==> src/common/gmq_defines.svh <==
// gmq_defines.svh: offsets, field positions, reset values and counts
// assumes: included by bare name from the design and verification modules
`ifndef GMQ_DEFINES_SVH
`define GMQ_DEFINES_SVH

// ****************************************
// register byte offsets
// ****************************************
`define GMQ_OFF_B_QUAL 12'h000
`define GMQ_OFF_D_MUX 12'h004
`define GMQ_OFF_D_DIR 12'h008
`define GMQ_OFF_D_QUAL 12'h00c
`define GMQ_OFF_E_MUX 12'h010
`define GMQ_OFF_E_DIR 12'h014
`define GMQ_OFF_E_QUAL 12'h018

// ****************************************
// fields and reset values
// ****************************************
`define GMQ_PER_MSB 7
`define GMQ_PER_LSB 0
`define GMQ_REG_RST 16'h0000
`define GMQ_PER_RST 8'h00
`define GMQ_D_IMPL 16'h0063
`define GMQ_E_IMPL 16'h0007

// ****************************************
// counts
// ****************************************
`define GMQ_QUAL_SAMPLES 3

`endif

==> src/common/gmq_pkg.sv <==
// gmq_pkg: types shared by the pin mux and input qualifier
// assumes: constants come from gmq_defines.svh
package gmq_pkg;

    // ****************************************
    // register select
    // ****************************************
    typedef enum logic [2:0] {
        GMQ_SEL_B_QUAL = 3'b000,
        GMQ_SEL_D_MUX = 3'b001,
        GMQ_SEL_D_DIR = 3'b010,
        GMQ_SEL_D_QUAL = 3'b011,
        GMQ_SEL_E_MUX = 3'b100,
        GMQ_SEL_E_DIR = 3'b101,
        GMQ_SEL_E_QUAL = 3'b110,
        GMQ_SEL_NONE = 3'b111
    } gmq_reg_sel_t;

    // ****************************************
    // peripheral input bundles
    // ****************************************
    typedef struct packed {
        logic timer1_trip_or_drive_protect_a;
        logic timer2_compare_trip;
        logic timer3_trip_or_drive_protect_b;
        logic timer4_compare_trip;
    } gmq_trip_t;

    typedef struct packed {
        logic ext_irq1_or_branch_input;
        logic ext_irq2_or_conversion_start;
        logic ext_nmi_or_irq13;
    } gmq_xint_t;

endpackage

==> src/logic/gmq_sample_tick.sv <==
// gmq_sample_tick: sampling strobe every 2N clocks for one port
// assumes: period comes from a register on the same clock
`timescale 1ns/1ps
module gmq_sample_tick (
    input wire logic clk_sys_i,
    input wire logic rst_i,
    input wire logic [7:0] period_i,
    output logic tick_o,
    output logic bypass_o
);
    logic [8:0] cnt_q;
    logic [8:0] lim;

    assign lim = {period_i, 1'b0} - 9'h001;
    assign bypass_o = (period_i == 8'h00);

    // ****************************************
    // period counter
    // ****************************************
    always_ff @(posedge clk_sys_i)
    begin
        if (rst_i || bypass_o)
        begin
            cnt_q <= 9'h000;
            tick_o <= 1'b0;
        end
        else if (cnt_q >= lim)
        begin
            cnt_q <= 9'h000;
            tick_o <= 1'b1;
        end
        else
        begin
            cnt_q <= cnt_q + 9'h001;
            tick_o <= 1'b0;
        end
    end
endmodule

==> src/logic/gmq_qualifier.sv <==
// gmq_qualifier: two-flop sync and sample-window qualifier per pin
// assumes: pins are asynchronous; tick and bypass from gmq_sample_tick
`timescale 1ns/1ps
`include "gmq_defines.svh"
module gmq_qualifier #(
    parameter int WIDTH = 16,
    parameter logic [15:0] IMPL = 16'hffff,
    parameter int SAMPLES = `GMQ_QUAL_SAMPLES
) (
    input wire logic clk_sys_i,
    input wire logic rst_i,
    input wire logic [WIDTH-1:0] pin_i,
    input wire logic tick_i,
    input wire logic bypass_i,
    output logic [WIDTH-1:0] qual_o
);
    // ****************************************
    // per-bit qualifier
    // ****************************************
    for (genvar i = 0; i < WIDTH; i++)
    begin : g_bit
        if (IMPL[i])
        begin : g_impl
            logic s1_q;
            logic s2_q;
            logic out_q;
            logic [SAMPLES-1:0] hist_q;

            assign qual_o[i] = out_q;

            always_ff @(posedge clk_sys_i)
            begin
                if (rst_i)
                begin
                    s1_q <= 1'b0;
                    s2_q <= 1'b0;
                end
                else
                begin
                    s1_q <= pin_i[i];
                    s2_q <= s1_q;
                end
            end

            always_ff @(posedge clk_sys_i)
            begin
                if (rst_i)
                begin
                    hist_q <= '0;
                    out_q <= 1'b0;
                end
                else if (bypass_i)
                begin
                    hist_q <= {SAMPLES{s2_q}};
                    out_q <= s2_q; // RULE_01
                end
                else if (tick_i)
                begin
                    hist_q <= {hist_q[SAMPLES-2:0], s2_q};
                    if (hist_q[SAMPLES-2:0] == {(SAMPLES-1){s2_q}})
                    begin
                        out_q <= s2_q; // RULE_09
                    end
                end
            end

            qual_stable_a: assert property ( // RULE_09
                @(posedge clk_sys_i) disable iff (rst_i)
                ($changed(qual_o[i]) && !$past(bypass_i))
                    |-> (hist_q == {SAMPLES{qual_o[i]}}))
                else $error("qualified input changed without stable samples");
        end
        else
        begin : g_rsvd
            assign qual_o[i] = 1'b0;
        end
    end
endmodule

==> src/logic/gmq_gpio_mux_qual.sv <==
// gmq_gpio_mux_qual: pin function mux and input qualification, ports d and e
// assumes: apb master on clk_sys_i; protected_write_enable_i from the cpu
// on the same clock; pins are asynchronous
//
// Summary of operation
// RULE_01: period zero: only synchronize, no filtering
// RULE_02: period n samples every 2n clocks
// RULE_03: period bits 7-0, upper bits read zero
// RULE_04: protected registers written only with enable
// RULE_05: port d mux one routes trip inputs
// RULE_06: port e mux one routes interrupt inputs
// RULE_07: unimplemented mux and direction bits read zero
// RULE_08: ports d and e use type-1 qualification
// RULE_09: value changes after consecutive equal samples
//
// Chosen here: the APB slave port and the register addresses.
`timescale 1ns/1ps
`include "gmq_defines.svh"
module gmq_gpio_mux_qual (
    input wire logic clk_sys_i,
    input wire logic rst_i,
    input wire logic psel_i,
    input wire logic penable_i,
    input wire logic pwrite_i,
    input wire logic [11:0] paddr_i,
    input wire logic [31:0] pwdata_i,
    output logic [31:0] prdata_o,
    output logic pready_o,
    output logic pslverr_o,
    input wire logic protected_write_enable_i,
    input wire logic [15:0] port_d_pin_i,
    input wire logic [15:0] port_e_pin_i,
    output logic [15:0] port_d_pin_oe_o,
    output logic [15:0] port_e_pin_oe_o,
    output logic [15:0] port_d_gpio_data_o,
    output logic [15:0] port_e_gpio_data_o,
    output gmq_pkg::gmq_trip_t trip_o,
    output gmq_pkg::gmq_xint_t xint_o,
    output logic [7:0] port_b_sample_period_o
);
    // ****************************************
    // declarations
    // ****************************************
    gmq_pkg::gmq_reg_sel_t sel;
    logic wr_en;
    logic rd_setup;
    logic [15:0] b_qual_q;
    logic [15:0] d_mux_q;
    logic [15:0] d_dir_q;
    logic [15:0] d_qual_q;
    logic [15:0] e_mux_q;
    logic [15:0] e_dir_q;
    logic [15:0] e_qual_q;
    logic [15:0] wr16;
    logic [15:0] rd_val;
    logic d_tick;
    logic d_bypass;
    logic e_tick;
    logic e_bypass;
    logic [15:0] d_qual;
    logic [15:0] e_qual;

    // ****************************************
    // apb decode
    // ****************************************
    always_comb
    begin
        case (paddr_i)
            `GMQ_OFF_B_QUAL: sel = gmq_pkg::GMQ_SEL_B_QUAL;
            `GMQ_OFF_D_MUX: sel = gmq_pkg::GMQ_SEL_D_MUX;
            `GMQ_OFF_D_DIR: sel = gmq_pkg::GMQ_SEL_D_DIR;
            `GMQ_OFF_D_QUAL: sel = gmq_pkg::GMQ_SEL_D_QUAL;
            `GMQ_OFF_E_MUX: sel = gmq_pkg::GMQ_SEL_E_MUX;
            `GMQ_OFF_E_DIR: sel = gmq_pkg::GMQ_SEL_E_DIR;
            `GMQ_OFF_E_QUAL: sel = gmq_pkg::GMQ_SEL_E_QUAL;
            default: sel = gmq_pkg::GMQ_SEL_NONE;
        endcase
    end

    assign pready_o = 1'b1;
    assign pslverr_o = psel_i && penable_i && (sel == gmq_pkg::GMQ_SEL_NONE);
    assign wr_en = psel_i && penable_i && pwrite_i && protected_write_enable_i; // RULE_04
    assign rd_setup = psel_i && !penable_i && !pwrite_i;
    assign wr16 = pwdata_i[15:0];

    // ****************************************
    // protected registers
    // ****************************************
    always_ff @(posedge clk_sys_i)
    begin
        if (rst_i)
        begin
            b_qual_q <= `GMQ_REG_RST;
            d_qual_q <= `GMQ_REG_RST;
            e_qual_q <= `GMQ_REG_RST;
        end
        else if (wr_en)
        begin
            case (sel)
                gmq_pkg::GMQ_SEL_B_QUAL: b_qual_q <= {8'h00, wr16[`GMQ_PER_MSB:`GMQ_PER_LSB]}; // RULE_03
                gmq_pkg::GMQ_SEL_D_QUAL: d_qual_q <= {8'h00, wr16[`GMQ_PER_MSB:`GMQ_PER_LSB]}; // RULE_03
                gmq_pkg::GMQ_SEL_E_QUAL: e_qual_q <= {8'h00, wr16[`GMQ_PER_MSB:`GMQ_PER_LSB]}; // RULE_03
                default:
                begin
                end
            endcase
        end
    end

    always_ff @(posedge clk_sys_i)
    begin
        if (rst_i)
        begin
            d_mux_q <= `GMQ_REG_RST; // RULE_05
            d_dir_q <= `GMQ_REG_RST;
            e_mux_q <= `GMQ_REG_RST;
            e_dir_q <= `GMQ_REG_RST;
        end
        else if (wr_en)
        begin
            case (sel)
                gmq_pkg::GMQ_SEL_D_MUX: d_mux_q <= wr16 & `GMQ_D_IMPL; // RULE_07
                gmq_pkg::GMQ_SEL_D_DIR: d_dir_q <= wr16 & `GMQ_D_IMPL; // RULE_07
                gmq_pkg::GMQ_SEL_E_MUX: e_mux_q <= wr16 & `GMQ_E_IMPL; // RULE_07
                gmq_pkg::GMQ_SEL_E_DIR: e_dir_q <= wr16 & `GMQ_E_IMPL; // RULE_07
                default:
                begin
                end
            endcase
        end
    end

    // ****************************************
    // read data
    // ****************************************
    always_comb
    begin
        case (sel)
            gmq_pkg::GMQ_SEL_B_QUAL: rd_val = b_qual_q;
            gmq_pkg::GMQ_SEL_D_MUX: rd_val = d_mux_q;
            gmq_pkg::GMQ_SEL_D_DIR: rd_val = d_dir_q;
            gmq_pkg::GMQ_SEL_D_QUAL: rd_val = d_qual_q;
            gmq_pkg::GMQ_SEL_E_MUX: rd_val = e_mux_q;
            gmq_pkg::GMQ_SEL_E_DIR: rd_val = e_dir_q;
            gmq_pkg::GMQ_SEL_E_QUAL: rd_val = e_qual_q;
            default: rd_val = 16'h0000;
        endcase
    end

    always_ff @(posedge clk_sys_i)
    begin
        if (rst_i)
        begin
            prdata_o <= 32'h0000_0000;
        end
        else if (rd_setup)
        begin
            prdata_o <= {16'h0000, rd_val};
        end
    end

    assign port_b_sample_period_o = b_qual_q[`GMQ_PER_MSB:`GMQ_PER_LSB];

    // ****************************************
    // qualification
    // ****************************************
    gmq_sample_tick u_d_tick (
        .clk_sys_i(clk_sys_i),
        .rst_i(rst_i),
        .period_i(d_qual_q[`GMQ_PER_MSB:`GMQ_PER_LSB]), // RULE_02
        .tick_o(d_tick),
        .bypass_o(d_bypass)
    );

    gmq_sample_tick u_e_tick (
        .clk_sys_i(clk_sys_i),
        .rst_i(rst_i),
        .period_i(e_qual_q[`GMQ_PER_MSB:`GMQ_PER_LSB]), // RULE_02
        .tick_o(e_tick),
        .bypass_o(e_bypass)
    );

    gmq_qualifier #(
        .WIDTH(16),
        .IMPL(`GMQ_D_IMPL),
        .SAMPLES(`GMQ_QUAL_SAMPLES)
    ) u_d_qual (
        .clk_sys_i(clk_sys_i),
        .rst_i(rst_i),
        .pin_i(port_d_pin_i),
        .tick_i(d_tick), // RULE_08
        .bypass_i(d_bypass),
        .qual_o(d_qual)
    );

    gmq_qualifier #(
        .WIDTH(16),
        .IMPL(`GMQ_E_IMPL),
        .SAMPLES(`GMQ_QUAL_SAMPLES)
    ) u_e_qual (
        .clk_sys_i(clk_sys_i),
        .rst_i(rst_i),
        .pin_i(port_e_pin_i),
        .tick_i(e_tick), // RULE_08
        .bypass_i(e_bypass),
        .qual_o(e_qual)
    );

    // ****************************************
    // function routing
    // ****************************************
    always_ff @(posedge clk_sys_i)
    begin
        if (rst_i)
        begin
            trip_o <= '1;
            xint_o <= '1;
        end
        else
        begin
            // idle high when the pin is a plain gpio
            trip_o.timer1_trip_or_drive_protect_a <= d_mux_q[0] ? d_qual[0] : 1'b1; // RULE_05
            trip_o.timer2_compare_trip <= d_mux_q[1] ? d_qual[1] : 1'b1; // RULE_05
            trip_o.timer3_trip_or_drive_protect_b <= d_mux_q[5] ? d_qual[5] : 1'b1; // RULE_05
            trip_o.timer4_compare_trip <= d_mux_q[6] ? d_qual[6] : 1'b1; // RULE_05
            xint_o.ext_irq1_or_branch_input <= e_mux_q[0] ? e_qual[0] : 1'b1; // RULE_06
            xint_o.ext_irq2_or_conversion_start <= e_mux_q[1] ? e_qual[1] : 1'b1; // RULE_06
            xint_o.ext_nmi_or_irq13 <= e_mux_q[2] ? e_qual[2] : 1'b1; // RULE_06
        end
    end

    always_ff @(posedge clk_sys_i)
    begin
        if (rst_i)
        begin
            port_d_pin_oe_o <= 16'h0000;
            port_e_pin_oe_o <= 16'h0000;
            port_d_gpio_data_o <= 16'h0000;
            port_e_gpio_data_o <= 16'h0000;
        end
        else
        begin
            port_d_pin_oe_o <= d_dir_q & ~d_mux_q;
            port_e_pin_oe_o <= e_dir_q & ~e_mux_q;
            port_d_gpio_data_o <= d_qual & ~d_mux_q;
            port_e_gpio_data_o <= e_qual & ~e_mux_q;
        end
    end

    // ****************************************
    // assertion helpers
    // ****************************************
    logic [8:0] gap_q;
    logic stab_q;

    always_ff @(posedge clk_sys_i)
    begin
        if (rst_i)
        begin
            gap_q <= 9'h000;
            stab_q <= 1'b0;
        end
        else
        begin
            gap_q <= d_tick ? 9'h000 : gap_q + 9'h001;
            if (wr_en && sel == gmq_pkg::GMQ_SEL_D_QUAL)
            begin
                stab_q <= 1'b0;
            end
            else if (d_tick)
            begin
                stab_q <= 1'b1;
            end
        end
    end

    // ****************************************
    // assertions
    // ****************************************
    bypass_sync_a: assert property ( // RULE_01
        @(posedge clk_sys_i) disable iff (rst_i)
        (d_bypass && !d_mux_q[0])[*4]
            |-> port_d_gpio_data_o[0] == $past(port_d_pin_i[0], 4))
        else $error("bypassed input is not the synchronized pin");

    tick_period_a: assert property ( // RULE_02
        @(posedge clk_sys_i) disable iff (rst_i)
        (d_tick && stab_q) |-> gap_q == ({1'b0, d_qual_q[7:0]} << 1) - 9'h001)
        else $error("sampling period is not twice the field");

    qual_read_a: assert property ( // RULE_03
        @(posedge clk_sys_i) disable iff (rst_i)
        (psel_i && penable_i && !pwrite_i && sel == gmq_pkg::GMQ_SEL_D_QUAL)
            |-> prdata_o[31:8] == 24'h000000 && prdata_o[7:0] == d_qual_q[7:0])
        else $error("qualification register read wrong");

    protect_write_a: assert property ( // RULE_04
        @(posedge clk_sys_i) disable iff (rst_i)
        (psel_i && penable_i && pwrite_i && !protected_write_enable_i)
            |=> $stable(d_mux_q) && $stable(e_mux_q) && $stable(d_dir_q) && $stable(e_dir_q)
                && $stable(d_qual_q) && $stable(e_qual_q) && $stable(b_qual_q))
        else $error("protected register written without enable");

    trip_route_a: assert property ( // RULE_05
        @(posedge clk_sys_i) disable iff (rst_i)
        ##1 trip_o.timer3_trip_or_drive_protect_b
            == ($past(d_mux_q[5]) ? $past(d_qual[5]) : 1'b1))
        else $error("trip input routing wrong");

    xint_route_a: assert property ( // RULE_06
        @(posedge clk_sys_i) disable iff (rst_i)
        ##1 xint_o.ext_nmi_or_irq13 == ($past(e_mux_q[2]) ? $past(e_qual[2]) : 1'b1))
        else $error("interrupt input routing wrong");

    rsvd_zero_a: assert property ( // RULE_07
        @(posedge clk_sys_i) disable iff (rst_i)
        (d_mux_q & ~`GMQ_D_IMPL) == 16'h0000 && (d_dir_q & ~`GMQ_D_IMPL) == 16'h0000
            && (e_mux_q & ~`GMQ_E_IMPL) == 16'h0000 && (e_dir_q & ~`GMQ_E_IMPL) == 16'h0000)
        else $error("reserved mux or direction bit set");

    qual_on_tick_a: assert property ( // RULE_08
        @(posedge clk_sys_i) disable iff (rst_i)
        ($changed(d_qual) && !$past(d_bypass)) |-> $past(d_tick))
        else $error("qualified port d input changed off the sampling tick");

    // ****************************************
    // covers
    // ****************************************
    trip_seen_c: cover property (
        @(posedge clk_sys_i) disable iff (rst_i)
        d_mux_q[0] && $fell(trip_o.timer1_trip_or_drive_protect_a));

    qual_change_c: cover property (
        @(posedge clk_sys_i) disable iff (rst_i)
        !d_bypass && $changed(d_qual[1]));

    locked_write_c: cover property (
        @(posedge clk_sys_i) disable iff (rst_i)
        psel_i && penable_i && pwrite_i && !protected_write_enable_i);
endmodule

==> config.mk <==
export PLATFORM = sky130hd
export DESIGN_NAME = gmq_gpio_mux_qual
export DESIGN_NICKNAME = d
export VERILOG_FILES = /design/src/common/gmq_pkg.sv /design/src/logic/gmq_sample_tick.sv /design/src/logic/gmq_qualifier.sv /design/src/logic/gmq_gpio_mux_qual.sv
export VERILOG_INCLUDE_DIRS = /design/src /design/src/common
export SDC_FILE = /design/constraint.sdc
export NUM_CORES = 1
export LEC_CHECK = 0
export BUFFER_PORTS_ARGS = -buffer_cell sky130_fd_sc_hd__buf_2
export CORE_ASPECT_RATIO = 0.7
export CORE_MARGIN = 5
export CORE_UTILIZATION = 31
export DETAILED_ROUTE_END_ITERATION = 8
export PLACE_DENSITY = 0.52
export REMOVE_ABC_BUFFERS = 1
export SLEW_MARGIN = 25
export SYNTH_ARGS = -nofsm -noshare
export SYNTH_HDL_FRONTEND = slang
export SYNTH_HIERARCHICAL = 1
export SYNTH_SLANG_ARGS = --single-unit
export TNS_END_PERCENT = 1
==> constraint.sdc <==
create_clock -name clk_sys_i -period 3.36 [get_ports clk_sys_i]
set_input_delay 0.168 -clock clk_sys_i [delete_from_list [all_inputs] [get_ports clk_sys_i]]
set_output_delay 0.168 -clock clk_sys_i [all_outputs]
set_load 0.03 [all_outputs]
======== Word level (Yosys, flattened, before mapping) ========
Index checks and enable logic that the tools add are counted.
word-level totals
  output and inout port bits .............. 113
  bits in registers ....................... 180
  logic and storage cells ................. 175
  input port bits ......................... 82
cells by class
  equal/unequal tests ..................... 20
  mux-type cells .......................... 39
  bitwise gates (word level) .............. 13
  $add $sub $neg .......................... 4
  order comparisons ....................... 2
  reduce and logical (&&, ||, !) cells .... 46
operator list
  kind                                                   count
  one-hot mux 8 bit (7 select lines)                     1
  equality test 12 x 5 -> 1 bit (second input constant)  3
  bitwise AND 3 x 16 -> 16 bit                           2
  bitwise AND 7 x 16 -> 16 bit                           2
  2-to-1 mux 2 bit                                       14
  AND reduction 2 bit                                    14
  equality test 12 x 4 -> 1 bit (second input constant)  2
  2-to-1 mux 1 bit                                       23
  one-hot mux 3 bit (7 select lines)                     1
  adder 9 x 1 -> 9 bit (second input constant)           2
  >= comparator 9 bit                                    2
  nonzero test 2 bit                                     9
  OR reduction 2 bit                                     9
  subtractor 9 x 1 -> 9 bit (second input constant)      2
  zero test 8 bit                                        2
  NOT 3 -> 16 bit                                        1
  NOT 7 -> 16 bit                                        1
  equality test 2 bit                                    7
  equality test 12 x 3 -> 1 bit (second input constant)  1
  equality test 3 bit (second input constant)            4
  zero test 12 bit                                       1
  NOT 1 bit                                              7
  equality test 3 x 2 -> 1 bit (second input constant)   2
  logical AND 1 bit                                      6
  other kinds (4)                                        6

======== Depth between registers and ports, before layout ========
  depth in word-level cells ............... 4
  mapped depth ............................ 10
  gate-level depth less buffers ........... 10

======== Hierarchy ========
Netlist, hierarchy kept.
modules (own cells, without submodules)
  module                      area each (um^2)  seq. area each (um^2)  cells an instance  instances
  gmq_gpio_mux_qual           3911.3            1841.8                 431                1
  gmq_qualifier (u_d_qual)    915.9             400.4                  101                1
  gmq_qualifier (u_e_qual)    732.0             300.3                  80                 1
  gmq_sample_tick (u_d_tick)  720.7             200.2                  77                 1
  gmq_sample_tick (u_e_tick)  719.4             200.2                  77                 1

======== Least setup slack after synthesis ========
Ideal clock, no wire load.
  path type ............................... register -> register
  from .................................... register d_qual_q[5]
  to ...................................... register u_d_tick.tick_o
  arrival ................................. 2.343 ns
  slack ................................... 0.951 ns
  required time ........................... 3.294 ns
  path buffers ............................ 0
  period minus slack after synthesis ...... 2.409 ns
  stages on the path, launching flop included .. 9
  setup time .............................. 0.066 ns
  path through ............................ dfxtp_1 > or4_4 > nor4_1 > xnor2_1 > ha_1 > nand2_1 > a211o_2 > o221ai_2 > nor2b_1
on the way
  longest elaborated chain between the ends .. 3
  elaborated cells between the ends (all ways) .. 5
  those cells by class .................... add/sub (1); order compare (1); mux (1); reduce/logical (2)
ends and longest elaborated chain
  what                       RTL line                  RTL
  start, declared            gmq_gpio_mux_qual.sv:50   logic [15:0] d_qual_q;
  start signal, assigned     gmq_gpio_mux_qual.sv:94   d_qual_q <= `GMQ_REG_RST;
  start signal, assigned     gmq_gpio_mux_qual.sv:101  gmq_pkg::GMQ_SEL_D_QUAL: d_qual_q <= {8'h00, wr16[`GMQ_PER_MSB:`GMQ_PER_LSB]};
  subtractor 9 x 1 -> 9 bit  gmq_sample_tick.sv:14     assign lim = {period_i, 1'b0} - 9'h001;
  >= comparator 9 bit        gmq_sample_tick.sv:27     else if (cnt_q >= lim)
  2-to-1 mux 1 bit           gmq_sample_tick.sv:27
  end signal, assigned       gmq_sample_tick.sv:25     tick_o <= 1'b0;
  end signal, assigned       gmq_sample_tick.sv:30     tick_o <= 1'b1;
  end signal, assigned       gmq_sample_tick.sv:35     tick_o <= 1'b0;
  end, declared              gmq_sample_tick.sv:8      output logic tick_o,
Several ways; a longest one is shown, not always the timed one.
A chain may end at the register's enable or synchronous reset.

======== Worst setup path after layout ========
  from .................................... register d_qual_q[4]
  to ...................................... register u_d_tick.tick_o
Same word-level chain as after synthesis.

==> results.toml <==
[run_status]
outcome = "complete, no violations"

[timing]
finalHoldViolations = 0
fin_crit_ns = 2.777
setup_tns_ns = 0
post-route-period-util_pct = 82.66
fin_skew_ns = 0.01472
maxSlewViolCount = 0
setup_viol = 0
tightest_slew_ns = 0.7547
fmax_mhz = 360.1
max_slew_margin_pct = 49.31
rsz0062_at_grt = "false"
setup_ws_ns = 0.5826

[clocking]
numCtsBuffers = 17
cts.repair.resized = 0
cts_setup_buffers = 0
clock_latency_ns = 0.43
root_buffer = "clkbuf_16"
path_clk_slew_ns = 0.07
cts-htree-levels = 4
clock_path_buffers = 2
tritoncts = "built"
cts.sinks = 147

[yosys]
synth_top_family_by_area = "simple AND/OR/NAND/NOR gates"
yosys.area_share.xor_xnor_pct = 3.253
synth_compound_area_share_pct = 14.55
ys_ff_latch = 147
postSynthCellCount = 766
synthSimpleGateAreaFrac_pct = 21.15
synth_edf_count = 0
synth.area.mux_share_pct = 2.199
ys_async_sr_fraction_pct = 0
seq_area_frac_synth_pct = 42.05
syn_area_mm2 = 0.006999
synth_area_per_cell_um2 = 9.137
synth_warnings = 6
ys_types = 64
ys.flop_type = "dfxtp_1"
synthAdderAreaFrac_pct = 3.933

[setup_path]
crit_chain = "or4_4, nor4_1, xnor2_1, ha_1, nand2_1, a211o_2, o221ai_2, nor2b_1"
cp.arrival_ns = 3.14
slowest_delay_ns = 0.57
cp_max_fo = 10
cp-end-kind = "register"
crit_slowest_cell = "or4_4"
path_buf_inv = 0
start_kind = "register"
crit_required_ns = 3.72
cp_top_family = "simple AND/OR/NAND/NOR gates"
crit_type = "reg -> reg"

[power_and_ir_drop]
power_mw = 3.954
clockPowerShare_pct = 47.8
peakVddDrop_uv = 366.5
p_int_mw = 2.987
powerDensity_mw_per_mm2 = 492.0
p_switching_mw = 0.9669
leakage_nw = 3.238
pwr-share-seq_pct = 45.2
p_comb_share_pct = 6.9
switching_share_pct = 24.46

[placed_design]
place_congestion = 0.8001
place_ws_ns = 0.6449
hpwl_mm = 12.23
placed_cells = 1110
portBuffers = 95

[layout]
mostFrequentLayoutCell = "dfxtp_1"
nNetsFinal = 954
fin_util_pct = 35.80
antenna_cells = 0
instances_no_fill = 1150
drive_gt1_share_pct = 20.07
final_cell_mix = "147 x dfxtp_1, 94 x buf_2, 75 x conb_1, 61 x a21oi_1"
synthToLayoutAreaGrowth_pct = 14.82

[die]
die_w_um = 189.6
fp.dieH_um = 135.7
design.die.area_mm2 = 0.02573
num_rows = 46
initial_core_util_pct = 31.18
num_io_pins = 195
coreArea_mm2 = 0.02245

[global_routing]
antenna_found_initial = 0
grt-ovfl-total = 0
grt_pass1_vias = 4999
grt_usage_pct = 13.43
grt_max_degree = 57
grt_pass1_wl_mm = 27.29

[route]
drc = 0
wirelength_mm = 17.28
ant_nets = 0
viasPerCell = 4.662
wl_per_cell_um = 15.02
dr.pass1.iters = 5
drt-initial-drc-count = 420
routed-via-count = 5361

[run]
max_cap_violations = 0

[worst_hold_path]
hold_path.class = "in -> reg"
==> layer usage <==
layer  vias up  routed length (um)  GRT usage (%)
met5         -                   0              0
met4         0                 293          4.699
met3        21                1054          4.147
met2       158                7641          19.61
met1      2470                8288          18.77
li1       2712                   -              -
==> cells in the mapped netlist, types with 3 or more instances <==
cell / n / area [um2]
nor3b_1: 18 / 135.1
ha_1: 22 / 275.3
or4_4: 3 / 33.78
a31oi_1: 6 / 37.54
buf_4: 85 / 638.1
inv_1: 18 / 67.56
xnor2_1: 18 / 157.7
nand2b_1: 3 / 18.77
nor4_1: 7 / 43.79
and4_1: 3 / 26.28
nor2_1: 19 / 71.32
mux2i_1: 3 / 30.03
nor2b_1: 41 / 256.5
and3_1: 7 / 43.79
a211o_1: 3 / 26.28
buf_6: 6 / 67.56
o21a_1: 5 / 37.54
nand4_1: 10 / 62.56
or3_1: 3 / 18.77
nand3_1: 48 / 240.2
xor2_1: 8 / 70.07
o21ai_1: 6 / 30.03
conb_1: 4 / 15.01
a221oi_1: 3 / 26.28
mux2_2: 11 / 123.9
nand2_1: 48 / 180.2
o21ai_0: 47 / 235.2
buf_2: 3 / 15.01
o32a_2: 5 / 56.30
dfxtp_1: 147 / 2943
a21oi_1: 61 / 305.3
a21o_1: 3 / 22.52
nor3_1: 23 / 115.1
clkbuf_1: 24 / 90.09
==> layout make-up <==
| cell class | count | area [um2] |
|---|---|---|
| flip-flops and latches | 147 | 2943 |
| multi-input cells | 552 | 3443 |
| well taps | 288 | 360.3 |
| inverters | 18 | 67.56 |
| repair buffers | 114 | 643.1 |
| fillers | 2318 | 14410 |
| clock buffers | 22 | 474.2 |
| clock inverters | 9 | 105.1 |
==> worst reg2reg max path: stages (launching register included) <==
cell,delay [ns]
dfxtp_1,0.38
or4_4,0.57
nor4_1,0.26
xnor2_1,0.17
ha_1,0.32
nand2_1,0.08
a211o_2,0.31
o221ai_2,0.43
nor2b_1,0.19
==> power by group through the flow <==
stage / logic (mW) / clock network, mW / registers [mW]
floorplan: 0.127 / 0 / 1.86
global placement: 0.262 / 0 / 1.83
detailed placement: 0.263 / 0 / 1.83
CTS: 0.271 / 1.95 / 1.79
global route: 0.296 / 2.02 / 1.79
finish: 0.274 / 1.89 / 1.79
==> flip-flops by register name, indices dropped and copies added (netlist names), 3 cells and up <==
name                          cells
trip_o                            4
b_qual_q                          8
prdata_o                          8
u_e_qual/g_bit.g_impl.hist_q      6
d_dir_q                           4
port_e_pin_oe_o                   3
e_mux_q                           3
u_d_tick/cnt_q                    9
u_d_qual/g_bit.g_impl.s2_q        4
port_d_pin_oe_o                   4
u_d_qual/g_bit.g_impl.hist_q      8
u_e_qual/g_bit.g_impl.s2_q        3
xint_o                            3
d_mux_q                           4
u_d_qual/g_bit.g_impl.s1_q        4
d_qual_q                          8
port_d_gpio_data_o               16
port_e_gpio_data_o               16
u_e_tick/cnt_q                    9
u_d_qual/g_bit.g_impl.out_q       4
e_qual_q                          8
u_e_qual/g_bit.g_impl.s1_q        3
e_dir_q                           3
u_e_qual/g_bit.g_impl.out_q       3
==> path summary, 6_finish.rpt <==
kind | slack, ns | startpoint | endpoint | cells after the start
setup / recovery | 0.58 | d_qual_q[4]$_SDFFE_PP0P_ | u_d_tick/tick_o$_SDFF_PP0_ | 8
hold / removal | 0.03 | pwdata_i[7] | e_qual_q[7]$_SDFFE_PP0P_ | 3
setup reg to reg | 0.58 | d_qual_q[4]$_SDFFE_PP0P_ | u_d_tick/tick_o$_SDFF_PP0_ | 8
hold reg to reg | 0.43 | u_e_qual/g_bit[1].g_impl.s1_q$_SDFF_PP0_ | u_e_qual/g_bit[1].g_impl.s2_q$_SDFF_PP0_ | 1
==> kinds of logic after synthesis <==
family / after synthesis
and+or+nand+nor: 253
AOI/OAI and AO/OA: 162
DFF: 147
buffers and inverters: 138
xor gates and xnor gates: 26
adders and majority gates: 22
muxes: 14
other: 4
==> stage by stage <==
step / hold WS, ns / instance area [um2]
after floorplan: 0.2342 / 6447
after global placement: 0.3784 / 7367
after detailed placement: 0.3797 / 7367
after CTS: 0.008780 / 8036
after global routing: 0.03537 / 8036
final: 0.03014 / 8036
==> timing repair <==
| item | CTS | global route |
|---|---|---|
| setup endpoints to repair | 0 | 0 |
| hold endpoints to repair | 11 | 0 |
| hold buffers | 9 | 0 |
Power figures use the tool's default switching activity.
